File: config.mk
export PLATFORM = sky130hd
export DESIGN_NAME = timer_with_input_capture
export DESIGN_NICKNAME = d
export VERILOG_FILES = /design/src/design/timer_capture_pkg.sv /design/src/design/timer_prescaler.sv /design/src/design/capture_fifo.sv /design/src/design/timer_with_input_capture.sv
export SDC_FILE = /design/constraint.sdc
export NUM_CORES = 1
export LEC_CHECK = 0
export BUFFER_PORTS_ARGS = -buffer_cell sky130_fd_sc_hd__clkbuf_2
export CAP_MARGIN = 40
export CORE_MARGIN = 3
export CORE_UTILIZATION = 55
export CTS_CLUSTER_DIAMETER = 120
export CTS_CLUSTER_SIZE = 16
export DETAILED_ROUTE_END_ITERATION = 10
export GPL_TIMING_DRIVEN = 0
export HOLD_SLACK_MARGIN = 0.08
export PLACE_DENSITY = 0.87
export REMOVE_ABC_BUFFERS = 1
export SLEW_MARGIN = 20
export SYNTH_ARGS = -nofsm -noshare
export SYNTH_HDL_FRONTEND = slang
export SYNTH_HIERARCHICAL = 1
export SYNTH_SLANG_ARGS = --single-unit
File: constraint.sdc
create_clock -name clk_sys -period 5.3 [get_ports clk_sys]
set_input_delay 0.265 -clock clk_sys [delete_from_list [all_inputs] [get_ports clk_sys]]
set_output_delay 0.265 -clock clk_sys [all_outputs]
set_load 0.005 [all_outputs]
File: src/design/timer_capture_pkg.sv
/*
   Package for the 16-bit timer with input capture.
   Holds register indices, field positions, reset values and mode codes.
   Assumes a plain register port with read data one cycle after the strobe.
*/
package timer_capture_pkg;

   // ----------------------------------------------------------------
   // Register map (indices on the plain register port)
   // ----------------------------------------------------------------
   localparam logic [2:0] ADDR_TIMER_B_CONTROL   = 3'h0;
   localparam logic [2:0] ADDR_TIMER_B_COUNT     = 3'h1;
   localparam logic [2:0] ADDR_CAPTURE_CONTROL   = 3'h2;
   localparam logic [2:0] ADDR_CAPTURE_BUFFER    = 3'h3;
   localparam logic [2:0] ADDR_COMPANION_CONTROL = 3'h4;

   // ----------------------------------------------------------------
   // Timer control fields
   // ----------------------------------------------------------------
   localparam int          TCTL_RUN_BIT     = 15;
   localparam int          TCTL_IDLE_BIT    = 13;
   localparam int          TCTL_GATE_BIT    = 6;
   localparam int          TCTL_PS_HI       = 5;
   localparam int          TCTL_PS_LO       = 4;
   localparam int          TCTL_SRC_BIT     = 1;
   localparam logic [15:0] TCTL_WRITE_MASK  = 16'hA072;
   localparam logic [15:0] TCTL_RESET       = 16'h0000;
   localparam int          COMP_PAIR_BIT    = 3;

   // ----------------------------------------------------------------
   // Capture control fields
   // ----------------------------------------------------------------
   localparam int          CCTL_IDLE_BIT    = 13;
   localparam int          CCTL_TB_BIT      = 7;
   localparam int          CCTL_ICI_HI      = 6;
   localparam int          CCTL_ICI_LO      = 5;
   localparam int          CCTL_OV_BIT      = 4;
   localparam int          CCTL_NE_BIT      = 3;
   localparam logic [15:0] CCTL_WRITE_MASK  = 16'h20E7;
   localparam logic [15:0] CCTL_RESET       = 16'h0000;

   // ----------------------------------------------------------------
   // Timing and sizes
   // ----------------------------------------------------------------
   localparam int          FOSC_HALF_DIV    = 2;
   localparam int          FIFO_DEPTH       = 4;
   localparam logic [7:0]  PS_DIV_256       = 8'hFF;
   localparam logic [7:0]  PS_DIV_64        = 8'h3F;
   localparam logic [7:0]  PS_DIV_8         = 8'h07;
   localparam logic [7:0]  PS_DIV_1         = 8'h00;
   localparam logic [3:0]  CAP_DIV_16       = 4'hF;
   localparam logic [3:0]  CAP_DIV_4        = 4'h3;

   typedef enum logic [2:0] {
      CAP_OFF     = 3'h0,
      CAP_EVERY   = 3'h1,
      CAP_FALL    = 3'h2,
      CAP_RISE    = 3'h3,
      CAP_RISE4   = 3'h4,
      CAP_RISE16  = 3'h5,
      CAP_UNUSED  = 3'h6,
      CAP_WAKE    = 3'h7
   } cap_mode_t;

   typedef struct packed {
      logic [2:0]  addr;
      logic [15:0] wdata;
      logic        wr;
      logic        rd;
   } reg_req_t;

   typedef struct packed {
      logic        idle;
      logic        sleep;
   } power_state_t;

endpackage

File: src/design/timer_prescaler.sv
/*
   Timer input selection, gating and prescaler for the 16-bit timer.
   Assumes all inputs are synchronous to clk_sys.
*/
`timescale 1ns/1ps
`default_nettype none
module timer_prescaler
   import timer_capture_pkg::*;
(
   // Clock and reset
   input  wire logic       clk_sys,
   input  wire logic       rst,
   // Control
   input  wire logic       run,
   input  wire logic       halt,
   input  wire logic       gate_en,
   input  wire logic       src_ext,
   input  wire logic [1:0] ps_sel,
   // Pins
   input  wire logic       ext_pin,
   input  wire logic       gate_in,
   // Result
   output logic            tick
);

   logic       half_reg;
   logic       ext_prev_reg;
   logic [7:0] ps_cnt_reg;
   logic [7:0] ps_limit;
   logic       raw_tick;

   always_comb begin
      unique case (ps_sel)                                       // [RULE3]
         2'b11:   ps_limit = PS_DIV_256;
         2'b10:   ps_limit = PS_DIV_64;
         2'b01:   ps_limit = PS_DIV_8;
         default: ps_limit = PS_DIV_1;
      endcase
   end

   always_ff @(posedge clk_sys) begin
      if (rst) begin
         half_reg     <= 1'b0;
         ext_prev_reg <= 1'b0;
      end else begin
         half_reg     <= ~half_reg;
         ext_prev_reg <= ext_pin;
      end
   end

   // Gate is ignored entirely with the external source
   always_comb begin
      if (src_ext)
         raw_tick = ext_pin & ~ext_prev_reg;                     // [RULE4] [RULE1]
      else
         raw_tick = half_reg & (~gate_en | gate_in);             // [RULE5] [RULE2]
   end

   always_ff @(posedge clk_sys) begin
      if (rst || !run)
         ps_cnt_reg <= 8'h00;
      else if (raw_tick && !halt) begin
         if (ps_cnt_reg >= ps_limit)
            ps_cnt_reg <= 8'h00;
         else
            ps_cnt_reg <= ps_cnt_reg + 8'h01;
      end
   end

   assign tick = run && !halt && raw_tick && (ps_cnt_reg >= ps_limit); // [RULE22] [RULE21]

endmodule // timer_prescaler
`default_nettype wire

File: src/design/capture_fifo.sv
/*
   Four-entry capture queue with overflow detection.
   Assumes push and pop are single-cycle pulses on clk_sys.
*/
`timescale 1ns/1ps
`default_nettype none
module capture_fifo
   import timer_capture_pkg::*;
(
   // Clock and reset
   input  wire logic        clk_sys,
   input  wire logic        rst,
   input  wire logic        flush,
   // Write side
   input  wire logic        push,
   input  wire logic [15:0] push_data,
   // Read side
   input  wire logic        pop,
   output logic [15:0]      head,
   output logic             not_empty,
   output logic             overflow
);

   logic [15:0] mem [FIFO_DEPTH];
   logic [1:0]  wp_reg;
   logic [1:0]  rp_reg;
   logic [2:0]  cnt_reg;
   logic        ov_reg;
   logic        do_push;
   logic        do_pop;

   assign do_pop  = pop && (cnt_reg != 3'h0);
   // A capture into a full queue is dropped and flagged unless a pop in the same cycle frees an entry
   assign do_push = push && (cnt_reg != 3'h4 || do_pop);

   always_ff @(posedge clk_sys) begin
      if (do_push)
         mem[wp_reg] <= push_data;                               // [RULE15]
   end

   always_ff @(posedge clk_sys) begin
      if (rst || flush) begin
         wp_reg  <= 2'h0;
         rp_reg  <= 2'h0;
         cnt_reg <= 3'h0;
      end else begin
         if (do_push)
            wp_reg <= wp_reg + 2'h1;
         if (do_pop)
            rp_reg <= rp_reg + 2'h1;
         cnt_reg <= cnt_reg + {2'h0, do_push} - {2'h0, do_pop};
      end
   end

   // Overflow clears only once the queue drains or the unit is off
   always_ff @(posedge clk_sys) begin
      if (rst || flush)
         ov_reg <= 1'b0;
      else if (push && !do_push)
         ov_reg <= 1'b1;                                         // [RULE20]
      else if (cnt_reg == 3'h0)
         ov_reg <= 1'b0;
   end

   assign head      = mem[rp_reg];
   assign not_empty = (cnt_reg != 3'h0);                        // [RULE20]
   assign overflow  = ov_reg;
endmodule // capture_fifo
`default_nettype wire

File: src/design/timer_with_input_capture.sv
/*
   16-bit timer with a single input capture channel and four-entry queue.
   Assumes synchronous pins, a plain register port and external power state.
*/
// Summary of operation
// [RULE1] - External source ignores the gate enable bit.
// [RULE2] - Internal source with gate set counts only while gate input high.
// [RULE3] - Prescale codes 11,10,01,00 divide by 256,64,8,1.
// [RULE4] - Source bit 1 counts rising edges of external count pin.
// [RULE5] - Source bit 0 counts the internal half-rate clock.
// [RULE6] - Wide pairing bit makes companion control govern this timer.
// [RULE7] - Unimplemented timer control bits read zero, writes ignored.
// [RULE8] - A pin event latches one of two selectable timer counts.
// [RULE9] - Exactly one capture channel, mode set by its control register.
// [RULE10] - Falling mode captures every high-to-low pin transition.
// [RULE11] - Rising mode captures every low-to-high pin transition.
// [RULE12] - Prescaled modes capture every 4th or 16th rising edge.
// [RULE13] - Both-edge mode captures every rising and falling transition.
// [RULE14] - Capture pin can wake the CPU from Sleep and Idle.
// [RULE15] - Captures queue in a four-deep FIFO read in order.
// [RULE16] - Interrupt raised after a selected number of captures.
// [RULE17] - Mode field encodes off, edge, fall, rise, 4th, 16th, unused, wake.
// [RULE18] - Captures-per-interrupt codes 00..11 mean 1..4; ignored in every-edge.
// [RULE19] - Timebase bit 1 picks companion count, 0 this timer's count.
// [RULE20] - Overflow and not-empty flags are read-only, hardware cleared.
// [RULE21] - Idle-stop bit freezes count during Idle.
// [RULE22] - Count advances only while run bit 15 is set.
`timescale 1ns/1ps
`default_nettype none
module timer_with_input_capture
   import timer_capture_pkg::*;
(
   // Clock and reset
   input  wire logic        clk_sys,
   input  wire logic        rst,
   // Register port
   input  wire logic [2:0]  reg_addr,
   input  wire logic [15:0] reg_wdata,
   input  wire logic        reg_wr,
   input  wire logic        reg_rd,
   output logic [15:0]      reg_rdata,
   // Companion timer
   input  wire logic [15:0] companion_timer_count,
   // Pins
   input  wire logic        external_count_pin,
   input  wire logic        gate_pin,
   input  wire logic        capture_input_pin,
   // Power state
   input  wire logic        cpu_idle,
   input  wire logic        cpu_sleep,
   // Events
   output logic             capture_irq,
   output logic             wake_request
);

   reg_req_t     req;
   power_state_t pwr;
   logic [15:0]  timer_b_control_reg;
   logic [15:0]  companion_timer_control_reg;
   logic [15:0]  capture_control_reg;
   logic [15:0]  timer_b_count_reg;
   logic [15:0]  eff_ctl;
   logic         tick;
   logic         pin_prev_reg;
   logic         rise;
   logic         fall;
   logic [3:0]   edge_cnt_reg;
   logic         cap_event;
   logic [1:0]   irq_cnt_reg;
   logic         irq_reg;
   logic         wake_reg;
   logic [15:0]  fifo_head;
   logic         fifo_ne;
   logic         fifo_ov;
   logic         fifo_pop;
   logic         cap_flush;
   cap_mode_t    mode;

   assign req  = '{addr: reg_addr, wdata: reg_wdata, wr: reg_wr, rd: reg_rd};
   assign pwr  = '{idle: cpu_idle, sleep: cpu_sleep};
   assign mode = cap_mode_t'(capture_control_reg[2:0]);

   // ----------------------------------------------------------------
   // Control registers
   // ----------------------------------------------------------------
   always_ff @(posedge clk_sys) begin
      if (rst)
         timer_b_control_reg <= TCTL_RESET;
      else if (req.wr && req.addr == ADDR_TIMER_B_CONTROL)
         timer_b_control_reg <= req.wdata & TCTL_WRITE_MASK;     // [RULE7]
   end

   // Companion control is mirrored here so the pairing override is visible
   always_ff @(posedge clk_sys) begin
      if (rst)
         companion_timer_control_reg <= TCTL_RESET;
      else if (req.wr && req.addr == ADDR_COMPANION_CONTROL)
         companion_timer_control_reg <= req.wdata & (TCTL_WRITE_MASK | 16'h0008);
   end

   always_ff @(posedge clk_sys) begin
      if (rst)
         capture_control_reg <= CCTL_RESET;
      else if (req.wr && req.addr == ADDR_CAPTURE_CONTROL)
         capture_control_reg <= req.wdata & CCTL_WRITE_MASK;     // [RULE9]
   end

   // ----------------------------------------------------------------
   // Timer
   // ----------------------------------------------------------------
   assign eff_ctl = companion_timer_control_reg[COMP_PAIR_BIT] ?
                    companion_timer_control_reg : timer_b_control_reg; // [RULE6]

   timer_prescaler u_prescaler (
      .clk_sys (clk_sys),
      .rst     (rst),
      .run     (eff_ctl[TCTL_RUN_BIT]),
      .halt    (eff_ctl[TCTL_IDLE_BIT] && pwr.idle),
      .gate_en (eff_ctl[TCTL_GATE_BIT]),
      .src_ext (eff_ctl[TCTL_SRC_BIT]),
      .ps_sel  (eff_ctl[TCTL_PS_HI:TCTL_PS_LO]),
      .ext_pin (external_count_pin),
      .gate_in (gate_pin),
      .tick    (tick)
   );

   always_ff @(posedge clk_sys) begin
      if (rst)
         timer_b_count_reg <= 16'h0000;
      else if (req.wr && req.addr == ADDR_TIMER_B_COUNT)
         timer_b_count_reg <= req.wdata;
      else if (tick)
         timer_b_count_reg <= timer_b_count_reg + 16'h0001;      // [RULE22]
   end

   // ----------------------------------------------------------------
   // Capture edge detection
   // ----------------------------------------------------------------
   always_ff @(posedge clk_sys) begin
      if (rst)
         pin_prev_reg <= 1'b0;
      else
         pin_prev_reg <= capture_input_pin;
   end

   assign rise = capture_input_pin & ~pin_prev_reg;
   assign fall = ~capture_input_pin & pin_prev_reg;

   // Idle stop of the capture unit flushes it as if turned off
   assign cap_flush = (mode == CAP_OFF) || (mode == CAP_UNUSED) ||
                      (capture_control_reg[CCTL_IDLE_BIT] && pwr.idle);

   always_ff @(posedge clk_sys) begin
      if (rst || cap_flush || (mode != CAP_RISE4 && mode != CAP_RISE16))
         edge_cnt_reg <= 4'h0;
      else if (rise) begin
         if ((mode == CAP_RISE4 && edge_cnt_reg == CAP_DIV_4) ||
             (mode == CAP_RISE16 && edge_cnt_reg == CAP_DIV_16))
            edge_cnt_reg <= 4'h0;
         else
            edge_cnt_reg <= edge_cnt_reg + 4'h1;                 // [RULE12]
      end
   end

   always_comb begin
      cap_event = 1'b0;
      if (!cap_flush) begin
         unique case (mode)                                      // [RULE17]
            CAP_EVERY:  cap_event = rise | fall;                 // [RULE13]
            CAP_FALL:   cap_event = fall;                        // [RULE10]
            CAP_RISE:   cap_event = rise;                        // [RULE11]
            CAP_RISE4:  cap_event = rise && edge_cnt_reg == CAP_DIV_4;  // [RULE12]
            CAP_RISE16: cap_event = rise && edge_cnt_reg == CAP_DIV_16; // [RULE12]
            default:    cap_event = 1'b0;
         endcase
      end
   end

   assign fifo_pop = req.rd && req.addr == ADDR_CAPTURE_BUFFER;

   capture_fifo u_fifo (
      .clk_sys   (clk_sys),
      .rst       (rst),
      .flush     (cap_flush),
      .push      (cap_event),
      .push_data (capture_control_reg[CCTL_TB_BIT] ?
                  companion_timer_count : timer_b_count_reg),   // [RULE8] [RULE19]
      .pop       (fifo_pop),
      .head      (fifo_head),
      .not_empty (fifo_ne),
      .overflow  (fifo_ov)
   );

   // ----------------------------------------------------------------
   // Interrupt and wake
   // ----------------------------------------------------------------
   always_ff @(posedge clk_sys) begin
      if (rst || cap_flush)
         irq_cnt_reg <= 2'h0;
      else if (cap_event) begin
         if (mode == CAP_EVERY ||
             irq_cnt_reg == capture_control_reg[CCTL_ICI_HI:CCTL_ICI_LO])
            irq_cnt_reg <= 2'h0;
         else
            irq_cnt_reg <= irq_cnt_reg + 2'h1;                   // [RULE16]
      end
   end

   always_ff @(posedge clk_sys) begin
      if (rst)
         irq_reg <= 1'b0;
      else
         irq_reg <= cap_event && (mode == CAP_EVERY ||
                    irq_cnt_reg == capture_control_reg[CCTL_ICI_HI:CCTL_ICI_LO]); // [RULE16] [RULE18]
   end

   always_ff @(posedge clk_sys) begin
      if (rst)
         wake_reg <= 1'b0;
      else
         wake_reg <= mode == CAP_WAKE && rise && (pwr.idle || pwr.sleep); // [RULE14]
   end

   assign capture_irq  = irq_reg | wake_reg;
   assign wake_request = wake_reg;

   // ----------------------------------------------------------------
   // Read port
   // ----------------------------------------------------------------
   always_ff @(posedge clk_sys) begin
      if (rst)
         reg_rdata <= 16'h0000;
      else if (req.rd) begin
         unique case (req.addr)
            ADDR_TIMER_B_CONTROL:   reg_rdata <= timer_b_control_reg; // [RULE7]
            ADDR_TIMER_B_COUNT:     reg_rdata <= timer_b_count_reg;
            ADDR_CAPTURE_CONTROL:   reg_rdata <= {capture_control_reg[15:5], fifo_ov,
                                                 fifo_ne, capture_control_reg[2:0]}; // [RULE20]
            ADDR_CAPTURE_BUFFER:    reg_rdata <= fifo_head;       // [RULE15]
            ADDR_COMPANION_CONTROL: reg_rdata <= companion_timer_control_reg;
            default:                reg_rdata <= 16'h0000;
         endcase
      end else
         reg_rdata <= 16'h0000;
   end
endmodule // timer_with_input_capture
`default_nettype wire

==> results.py, run 1 <==
metrics = {
    "routing": {
        "routed_wl_um": 16100,
        "drtIter0Drc": 371,
        "vias_per_cell": 6.059,
        "drc": 0,
        "vias": 5023,
        "avgRoutedWirePerCell_um": 19.41,
        "ant_nets": 0,
        "first_pass_iters": 5,
    },
    "layout": {
        "stdcell_count": 829,
        "largest_reg_flops": 64,
        "antenna_cells": 0,
        "area_growth_pct": 14.74,
        "finish.utilization_pct": 65.79,
        "drive_gt1_share_pct": 25.26,
        "register_area_mm2": 0.003545,
        "fillers": 940,
        "fin_area_mm2": 0.008034,
        "nets": 710,
        "multi_input_area_mm2": 0.003196,
    },
    "worst_setup_path": {
        "reg2regPathDepth": 11,
        "crit_slowest_cell": "a221oi_2",
        "cp-endpoint": "timer_b_count_reg[10]",
        "r2r_start": "companion_timer_control_reg[3]",
        "slowest_delay_ns": 0.72,
        "r2r_setup_slack_ns": 1.64,
        "arrival_ns": 3.99,
        "worstSetupStartpoint": "companion_timer_control_reg[3]",
        "rr_endpoint": "timer_b_count_reg[10]",
        "path_cells": "mux2_2, nand2_1, ha_1, and3_4, a221oi_2, o21ai_0, and3_1, nand4_1, nor3_1, xnor2_1, a211oi_1",
        "crit_fanout": 11,
        "worstSetupEndpointType": "flop",
        "worstPathRequired_ns": 5.63,
        "crit_type": "flop to flop",
        "critPathLaunchType": "flop",
    },
    "sta": {
        "tns_ns": 0,
        "finClkSkew_ns": 0.007490,
        "period_minus_slack_ns": 3.658,
        "finalSetupViolations": 0,
        "max_freq_mhz": 273.4,
        "slew_viol_final": 0,
        "slew_headroom_pct": 37.71,
        "post-route-period-util_pct": 69.02,
        "hold_violations": 0,
        "setup_slack_ns": 1.642,
        "rsz0062_at_grt": "no",
        "worst_pin_slew_ns": 0.9246,
    },
    "job": {
        "drv_cap": 0,
    },
    "outcome": {
        "outcome": "complete, no violations",
    },
    "place": {
        "dp_hpwl_um": 10840,
        "gp_congestion": 0.8497,
        "dp.cells": 791,
        "preCtsSetupSlack_ns": 1.720,
        "dpl_cell_area_mm2": 0.007331,
        "port_buffers": 61,
    },
    "synth": {
        "synth-adder-area-share_pct": 3.324,
        "yosysSeqAreaShare_pct": 50.61,
        "yosysTopAreaCell": "edfxtp_1",
        "synthSimpleGateAreaFrac_pct": 15.26,
        "synth_area_leaders": "edfxtp_1 (27%), dfxtp_1 (23%), mux2i_1 (5.4%)",
        "synth_area_per_cell_um2": 11.67,
        "synthXorXnorAreaFrac_pct": 2.377,
        "yosys_warnings": 6,
        "synthMuxAreaShare_pct": 14.60,
        "synth_cell_types": 79,
        "synth_top_family_by_area": "simple AND/OR/NAND/NOR gates",
        "synthFlopType": "dfxtp_1",
        "synth_edf_count": 64,
        "syn-cell-area_mm2": 0.007002,
        "synth-compound-area-share_pct": 9.793,
        "synth_cells": 600,
        "synth.ff_latch_count": 145,
        "synth-async-reset-ratio_pct": 0,
        "netlist.area_leader.share_pct": 27.45,
    },
    "floorplanning": {
        "pin_count": 62,
        "die-area_mm2": 0.01412,
        "fp.dieW_um": 118.8,
        "start_util_pct": 57.34,
        "core-area_mm2": 0.01221,
        "rows": 40,
        "chipHeight_um": 118.8,
    },
    "pwr": {
        "power_switching_share_pct": 21.19,
        "p_per_area_mw_per_mm2": 314.3,
        "pwr-share-clk_pct": 48.0,
        "p_leak_nw": 2.893,
        "netSwitchingPower_uw": 535.1,
        "vdd_drop_max_uv": 255.3,
        "combPwrFrac_pct": 4.9,
        "internal_power_mw": 1.990,
        "seqPwrFrac_pct": 47.0,
    },
    "hold_path": {
        "min_path_type": "input port to flop",
        "hold_depth": 2,
    },
    "clocking": {
        "clockBufferDepth": 2,
        "tritoncts": "built",
        "ctsResizeCount": 0,
        "postCtsSetupBuffers": 0,
        "root_buffer": "clkbuf_16",
        "cts_made_buffers": 17,
        "cts_htree_levels": 4,
        "clk_pin_slew_worst_paths_ns": 0.06,
        "cts_hold_buf": 0,
        "cts.sinks": 145,
        "clock_latency_ns": 0.42,
    },
    "global_route": {
        "grt_antenna_before_repair": 0,
        "grt_max_degree": 40,
        "grt-ovfl-total": 0,
        "grt.total_usage_pct": 23.76,
        "grt_pass1_vias": 5143,
        "grt_first_pass_wirelength_um": 26120,
    },
}
-- cells in the mapped netlist, types with 10 or more instances --
cell,count
dfxtp_1,81
edfxtp_1,64
nor2_1,56
mux2i_1,38
nand2_1,36
mux2_2,25
ha_1,17
o21ai_0,17
mux4_2,16
inv_1,15
buf_2,14
clkbuf_1,14
a22oi_1,12
a21oi_1,11
nor3_1,11
xnor2_1,11
and2_1,10
nor2b_1,10
-- layer usage --
layer | vias up | routed length, um | track usage, %
li1 | 2316 | - | -
met2 | 196 | 8281 | 40.04
met3 | 24 | 830 | 5.603
met1 | 2487 | 6702 | 29.50
met5 | - | 0 | 0
met4 | 0 | 280 | 9.703
-- cell families (layout without fill, tap and decap cells) --
group | Yosys count | in the layout
muxes | 79 | 79
and+or+nand+nor | 193 | 193
AOI/OAI and AO/OA | 91 | 91
adders and majority gates | 18 | 18
xor gates and xnor gates | 19 | 19
buffers and inverters | 55 | 116
DFF | 145 | 145
-- critical path: cells and delay by family (launching register included) --
kind	cells	cell delay [ns]
DFF	1	0.59
adders and majority gates	1	0.25
xor gates and xnor gates	1	0.15
and+or+nand+nor	5	1.02
AOI/OAI and AO/OA	3	1.14
muxes	1	0.42
-- layout by cell type (no fill, tap or decap), types with 4 or more instances in the layout --
master,count
dfxtp_1,80
edfxtp_1,64
clkbuf_2,61
nor2_1,56
mux2i_1,38
nand2_1,36
mux2_2,25
o21ai_0,17
ha_1,17
clkbuf_16,17
mux4_2,16
inv_1,15
a22oi_1,12
nor3_1,11
xnor2_1,11
a21oi_1,11
nor2b_1,10
and2_1,10
a211oi_1,8
xor2_1,8
and3_1,8
nand3_1,8
nand4_1,8
nand2b_1,7
nor4_1,7
o211ai_1,5
o2111ai_1,5
o22ai_1,4
clkbuf_1,4
-- power groups by stage --
stage / combinational, mW / clock [mW] / sequential (mW)
6_report: 0.124 / 1.21 / 1.19
5_1_grt: 0.136 / 1.29 / 1.19
3_5_place_dp: 0.119 / 0 / 1.21
2_1_floorplan: 0.0637 / 0 / 1.21
4_1_cts: 0.120 / 1.23 / 1.19
3_3_place_gp: 0.111 / 0 / 1.21
-- worst min path at each step --
stage	startpoint	endpoint	slack, ns
after floorplan	rst	pin_prev_reg	0.33
after global placement	u_prescaler/half_reg	u_prescaler/half_reg	0.43
after detailed placement	u_prescaler/half_reg	u_prescaler/half_reg	0.44
after CTS	external_count_pin	u_prescaler/ext_prev_reg	0.08
after global routing	cpu_sleep	wake_request	0.09
final	external_count_pin	u_prescaler/ext_prev_reg	0.09
-- per-stage QoR --
step	power [mW]	hold WS (ns)
after floorplan	1.271	0.3317
after global placement	1.322	0.4279
after detailed placement	1.330	0.4398
after CTS	2.536	0.08091
after global routing	2.611	0.09345
final	2.525	0.09135
-- area by class of cell --
type / count / area share (%)
tap: 168 / 2.616
multi-input combinational: 400 / 39.78
sequential: 145 / 44.12
clock inverter: 9 / 1.682
timing repair buffer: 68 / 5.233
clock buffer: 23 / 5.825
inverter: 16 / 0.7475
Note: power is estimated with default switching activity, not from simulation.
==> run 2: changes to the inputs <==
- ABC_AREA: default -> 1
- clock period: 5.3 -> 3.8 ns (I/O delays scaled with it)
==> run 2 against run 1 <==
Net effect:
- clock-buffer cell count decreased by 4
- clock power increased by 42%
- combinational power increased by 45%
- fmax increased by 11%
- critical path depth increased by 8
- die area decreased by 0.68%
- utilization increased by 0.70 points
- sequential power increased by 39%
- global-route usage increased by 1.8 points
- power increased by 41%
- final cell count increased by 31%
- via count increased by 19%
- largest cell class unchanged
- largest power group unchanged
- highest routed layer unchanged
==> results.py, run 2 <==
metrics = {
    "outcome": {
        "outcome": "complete, no violations",
    },
    "global_route": {
        "grt-ovfl-total": 0,
        "grt_pass1_vias": 5651,
        "grt_first_pass_wirelength_um": 28170,
        "grt_max_degree": 33,
        "grt_antenna_before_repair": 0,
        "grt.total_usage_pct": 25.54,
    },
    "layout": {
        "area_growth_pct": 16.32,
        "antenna_cells": 0,
        "nets": 967,
        "largest_reg_flops": 64,
        "final_cell_mix": "nand2_1 (176), inv_1 (101), nor2_1 (96), dfxtp_1 (81), o21ai_0 (72)",
        "finish.utilization_pct": 66.49,
        "drive_gt1_share_pct": 15.80,
        "fillers": 931,
        "mostFrequentLayoutCell": "nand2_1",
    },
    "pwr": {
        "vdd_drop_max_uv": 316.4,
        "p_leak_nw": 3.191,
        "combPwrFrac_pct": 5.0,
        "seqPwrFrac_pct": 46.5,
        "power_switching_share_pct": 21.23,
        "p_per_area_mw_per_mm2": 440.1,
        "pwr-share-clk_pct": 48.4,
        "internal_power_mw": 2.803,
        "netSwitchingPower_uw": 755.4,
    },
    "sta": {
        "finalSetupViolations": 0,
        "worst_pin_slew_ns": 0.7340,
        "setup_slack_ns": 0.4972,
        "finClkSkew_ns": 0.005577,
        "tns_ns": 0,
        "hold_violations": 0,
        "slew_headroom_pct": 51.00,
        "slew_viol_final": 0,
        "rsz0062_at_grt": "no",
        "post-route-period-util_pct": 86.92,
        "max_freq_mhz": 302.8,
        "period_minus_slack_ns": 3.303,
    },
    "synth": {
        "synth_area_per_cell_um2": 8.315,
        "yosysSeqAreaShare_pct": 50.97,
        "yosys_warnings": 6,
        "synth_cell_types": 41,
        "synth_cells": 836,
        "yosysTopAreaCell": "edfxtp_1",
        "synth_edf_count": 64,
        "synthTopCellsByCount": "nand2_1 (176), inv_1 (101), nor2_1 (100)",
        "synth_area_leaders": "edfxtp_1 (28%), dfxtp_1 (23%), nand2_1 (9.5%)",
        "synth.most_common_cell": "nand2_1",
        "netlist.area_leader.share_pct": 27.65,
        "synth.ff_latch_count": 145,
        "synthFlopType": "dfxtp_1",
        "synth-async-reset-ratio_pct": 0,
        "syn-cell-area_mm2": 0.006952,
    },
    "worst_setup_path": {
        "worstPathRequired_ns": 4.09,
        "worstSetupEndpointType": "flop",
        "critPathLaunchType": "flop",
        "rr_endpoint": "timer_b_count_reg[14]",
        "reg2regPathDepth": 19,
        "r2r_start": "companion_timer_control_reg[3]",
        "crit_type": "flop to flop",
        "arrival_ns": 3.59,
        "r2r_setup_slack_ns": 0.50,
        "crit_fanout": 14,
    },
    "routing": {
        "ant_nets": 0,
        "vias_per_cell": 5.501,
        "drc": 0,
        "wl_met1_um": 7014,
        "vias": 5974,
        "dr_wl_met2_um": 8562,
        "top_layer": "met4",
        "first_pass_iters": 5,
        "drtIter0Drc": 630,
        "avgRoutedWirePerCell_um": 16.22,
        "dr_wl_met3_um": 1716,
        "routed_wl_um": 17610,
    },
    "floorplanning": {
        "chipHeight_um": 118.4,
        "core-area_mm2": 0.01216,
        "fp.dieW_um": 118.4,
        "die-area_mm2": 0.01402,
        "pin_count": 62,
        "start_util_pct": 57.16,
        "rows": 40,
    },
    "clocking": {
        "clockBufferDepth": 2,
        "tritoncts": "built",
        "cts_hold_buf": 7,
        "postCtsSetupBuffers": 0,
        "clk_pin_slew_worst_paths_ns": 0.06,
        "root_buffer": "clkbuf_16",
        "clock_latency_ns": 0.42,
        "cts_htree_levels": 4,
        "ctsResizeCount": 0,
        "cts_made_buffers": 17,
        "cts.sinks": 145,
    },
    "place": {
        "dp_hpwl_um": 12040,
        "gp_congestion": 0.9174,
        "preCtsSetupSlack_ns": 0.6868,
        "port_buffers": 61,
    },
    "job": {
        "drv_cap": 0,
    },
    "hold_path": {
        "hold_start": "reg_wdata[0]",
        "hold_depth": 5,
        "holdPathEnd": "timer_b_count_reg[0]",
        "min_path_type": "input port to flop",
    },
}
-- run 2: power groups by stage --
stage	clock [mW]	sequential, mW	combinational, mW
after floorplan	0	1.68	0.0976
after global placement	0	1.69	0.161
after detailed placement	0	1.69	0.167
after CTS	1.73	1.66	0.176
after global routing	1.79	1.66	0.199
final	1.72	1.66	0.180
-- run 2: how the worst max path moves through the flow --
stage / start / to / slack (ns)
after floorplan: companion_timer_control_reg[3] / timer_b_count_reg[3] / 1.18
final: companion_timer_control_reg[3] / timer_b_count_reg[14] / 0.50
after global placement: pin_prev_reg / u_fifo/mem[0][15] / 0.65
after global routing: companion_timer_control_reg[3] / timer_b_count_reg[15] / 0.19
after detailed placement: companion_timer_control_reg[3] / timer_b_count_reg[5] / 0.69
after CTS: companion_timer_control_reg[3] / timer_b_count_reg[14] / 0.56
-- run 2: final cells by class --
type	instances	area (um^2)	share of cell area [%]
Clock buffer	19	442.9	5.477
Clock inverter	13	166.4	2.058
Inverter	110	424.2	5.245
Multi-Input combinational cell	557	2838	35.09
Sequential cell	145	3543	43.82
Tap cell	168	210.2	2.599
Timing Repair Buffer	74	461.7	5.709
-- run 2: worst max-delay path, cell delays in order, from the launching register on --
cell and delay (ns):
dfxtp_1 0.60, nand2_1 0.11, o21ai_0 0.20, nor2_2 0.12, ha_1 0.33, inv_1 0.04
nand2_1 0.05, nand2_1 0.04, nand2_1 0.06, nand2_1 0.05, nand2_1 0.06, nand2_2 0.08
nand2_1 0.08, nand2_2 0.06, nor2_1 0.55, inv_1 0.27, nand2_8 0.20, o21ai_2 0.07
a21oi_1 0.14, nor2_1 0.06
-- run 2: cells by family (layout without fill, tap and decap cells) --
family          after synthesis  after routing  share of synthesized area, %
mux                           1              1                        0.1620
xor+xnor                     11             11                         1.386
fa+ha+maj                    18             18                         3.348
flops                       145            145                         50.97
buf+inv                     134            216                         8.351
simple gates                352            352                         21.98
compound gates              175            175                         13.80
-- run 2: routing by layer --
layer | vias up | GRT usage, %
met4 | 0 | 8.400
li1 | 2904 | -
met3 | 37 | 6.364
met2 | 296 | 42.44
met1 | 2737 | 32.81
met5 | - | 0
-- run 2: through the flow --
step	hold slack, ns	total power [mW]	cells	instance area [um^2]
4_1_cts	0.08153	3.563	1086	8087
2_1_floorplan	0.2591	1.783	812	6795
5_1_grt	0.1075	3.647	1086	8087
3_5_place_dp	0.3938	1.855	1047	7407
3_3_place_gp	0.3896	1.849	1041	7311
6_report	0.1022	3.559	1086	8087
==> run 3: changes to the inputs <==
- SYNTH_HIERARCHICAL: 1 -> default
==> run 3 against run 2 <==
Net effect:
- synthesized cell count is 0.12% higher
- setup slack improved by 0.53 ns
- wire length down 1.5%
- fmax rose by 19%
- clock-buffer cell count unchanged
- cell area down 0.39%
==> results.py, run 3 <==
metrics = {
    "outcome": {
        "outcome": "complete, no violations",
    },
    "routing": {
        "vias": 6055,
        "vias_per_cell": 5.576,
        "routed_wl_um": 17340,
        "drtIter0Drc": 753,
        "first_pass_iters": 6,
        "ant_nets": 0,
        "drc": 0,
        "avgRoutedWirePerCell_um": 15.97,
    },
    "worst_setup_path": {
        "crit_fanout": 17,
        "arrival_ns": 3.05,
        "worstPathRequired_ns": 4.08,
        "crit_type": "flop to flop",
        "critPathLaunchType": "flop",
        "worstSetupEndpointType": "flop",
    },
    "place": {
        "dp.cells": 1044,
        "dp_hpwl_um": 11810,
        "gp_congestion": 0.9103,
        "port_buffers": 61,
    },
    "floorplanning": {
        "die-area_mm2": 0.01402,
        "core-area_mm2": 0.01216,
        "pin_count": 62,
        "start_util_pct": 57.14,
        "fp.dieW_um": 118.4,
        "chipHeight_um": 118.4,
        "rows": 40,
    },
    "pwr": {
        "p_per_area_mw_per_mm2": 419.6,
        "vdd_drop_max_uv": 343.3,
        "p_leak_nw": 3.147,
        "p_total_mw": 3.380,
    },
    "layout": {
        "mostFrequentLayoutCell": "nand2_1",
        "antenna_cells": 0,
        "fillers": 948,
        "drive_gt1_share_pct": 15.69,
        "area_growth_pct": 15.92,
        "largest_reg_flops": 64,
        "nets": 969,
        "final_cell_mix": "nand2_1 (168), nor2_1 (101), o21ai_0 (86), inv_1 (80), dfxtp_1 (80)",
        "stdcell_count": 1086,
    },
    "synth": {
        "synthFlopType": "dfxtp_1",
        "synth_cells": 837,
        "synth_cell_types": 41,
        "netlist.area_leader.share_pct": 27.66,
        "synth-async-reset-ratio_pct": 0,
        "synthTopCellsByCount": "nand2_1 (168), nor2_1 (105), o21ai_0 (86)",
        "synth_area_per_cell_um2": 8.302,
        "synth.most_common_cell": "nand2_1",
        "synth_edf_count": 64,
        "synth_area_leaders": "edfxtp_1 (28%), dfxtp_1 (23%), nand2_1 (9.1%)",
        "yosysSeqAreaShare_pct": 50.99,
        "yosys_warnings": 0,
        "yosysTopAreaCell": "edfxtp_1",
        "synth.ff_latch_count": 145,
        "syn-cell-area_mm2": 0.006949,
    },
    "clocking": {
        "tritoncts": "built",
        "clock_latency_ns": 0.43,
        "clk_pin_slew_worst_paths_ns": 0.06,
        "clockBufferDepth": 2,
        "cts_htree_levels": 4,
        "cts.sinks": 145,
        "root_buffer": "clkbuf_16",
        "ctsResizeCount": 0,
        "cts_made_buffers": 17,
    },
    "global_route": {
        "grt_antenna_before_repair": 0,
        "grt.total_usage_pct": 25.23,
        "grt_max_degree": 35,
        "grt_pass1_vias": 5881,
        "grt-ovfl-total": 0,
        "grt_first_pass_wirelength_um": 28080,
    },
    "sta": {
        "worst_pin_slew_ns": 0.7362,
        "finalSetupViolations": 0,
        "slew_viol_final": 0,
        "slew_headroom_pct": 50.92,
        "period_minus_slack_ns": 2.772,
        "tns_ns": 0,
        "max_freq_mhz": 360.7,
        "hold_violations": 0,
        "whs_ns": 0.09784,
        "post-route-period-util_pct": 72.96,
        "rsz0062_at_grt": "no",
        "finClkSkew_ns": 0.009433,
    },
    "job": {
        "drv_cap": 0,
    },
    "hold_path": {
        "min_path_type": "input port to flop",
    },
}
[run 3: cell count changes in the layout (fill, tap and decap cells not counted), sizes merged, moves of 5 or more]
cell,previous run,this run
nand4,12,7
a21oi,51,63
xor2,9,4
inv,109,85
nand3,32,47
a22oi,0,6
[run 3: worst paths after layout]
kind / cells after the start / to / startpoint / slack (ns)
worst min-delay path: 3 / capture_control_reg[5] / reg_wdata[5] / 0.1
worst max register to register: 14 / timer_b_count_reg[3] / companion_timer_control_reg[3] / 1.03
worst max-delay path: 14 / timer_b_count_reg[3] / companion_timer_control_reg[3] / 1.03
worst min register to register: 1 / u_prescaler.half_reg / u_prescaler.half_reg / 0.41
[run 3: power by group]
| part | internal, mW | total [mW] | switching [mW] |
|---|---|---|---|
| logic | 0.0574 | 0.173 | 0.116 |
| clock network | 0.914 | 1.56 | 0.643 |
| registers | 1.64 | 1.65 | 0.0135 |
[run 3: worst max-delay path, cell delays in order (launching register included)]
cell	delay, ns
dfxtp_1	0.44
o21ai_0	0.48
inv_1	0.11
nor2_1	0.23
ha_1	0.29
inv_1	0.06
o21bai_1	0.06
nand2_1	0.06
nand2_1	0.04
nand2_1	0.06
nand3_1	0.15
nand2_4	0.28
nand2_8	0.18
nand2_1	0.11
a21oi_1	0.06
[run 3: repair_timing]
item                                    in CTS  in global routing
endpoints found under the setup margin       0                  0
hold endpoints to repair                     7                  0
setup buffers                                0                  0
hold buffers                                 8                  0
[run 3: through the flow]
step	worst slack (ns)	util [%]	instance area [um^2]
after floorplan	1.535	-	6802
after global placement	0.5524	60.16	7317
after detailed placement	0.9121	60.81	7396
after CTS	1.052	66.05	8033
after global routing	0.7391	66.23	8055
final	1.028	66.23	8055
[run 3: logic make-up after synthesis]
logic type	share of synthesized area, %
AND/OR/NAND/NOR	22.49
AO/OA/AOI/OAI	15.29
flip-flops	50.99
buffers and inverters	6.770
adder cells (fa/ha/maj)	3.709
XOR/XNOR	0.7562
[run 3: layer usage]
layer  vias up  share of wire [%]  global-route usage [%]
li1       2944                  -                       -
met1      2778                 41                   31.26
met2       281                 48                   41.62
met3        52                7.6                   5.359
met4         0                3.4                   13.03
met5         -                  0                       0
[run 3: area by class of cell]
| class | instances | area, um^2 | share of cell area (%) |
|---|---|---|---|
| timing repair buffer | 76 | 475.5 | 5.902 |
| inverter | 86 | 322.8 | 4.007 |
| tap | 168 | 210.2 | 2.610 |
| clock buffer | 19 | 442.9 | 5.499 |
| clock inverter | 13 | 113.9 | 1.413 |
| sequential | 145 | 3545 | 44.00 |
| multi-input combinational | 579 | 2945 | 36.56 |
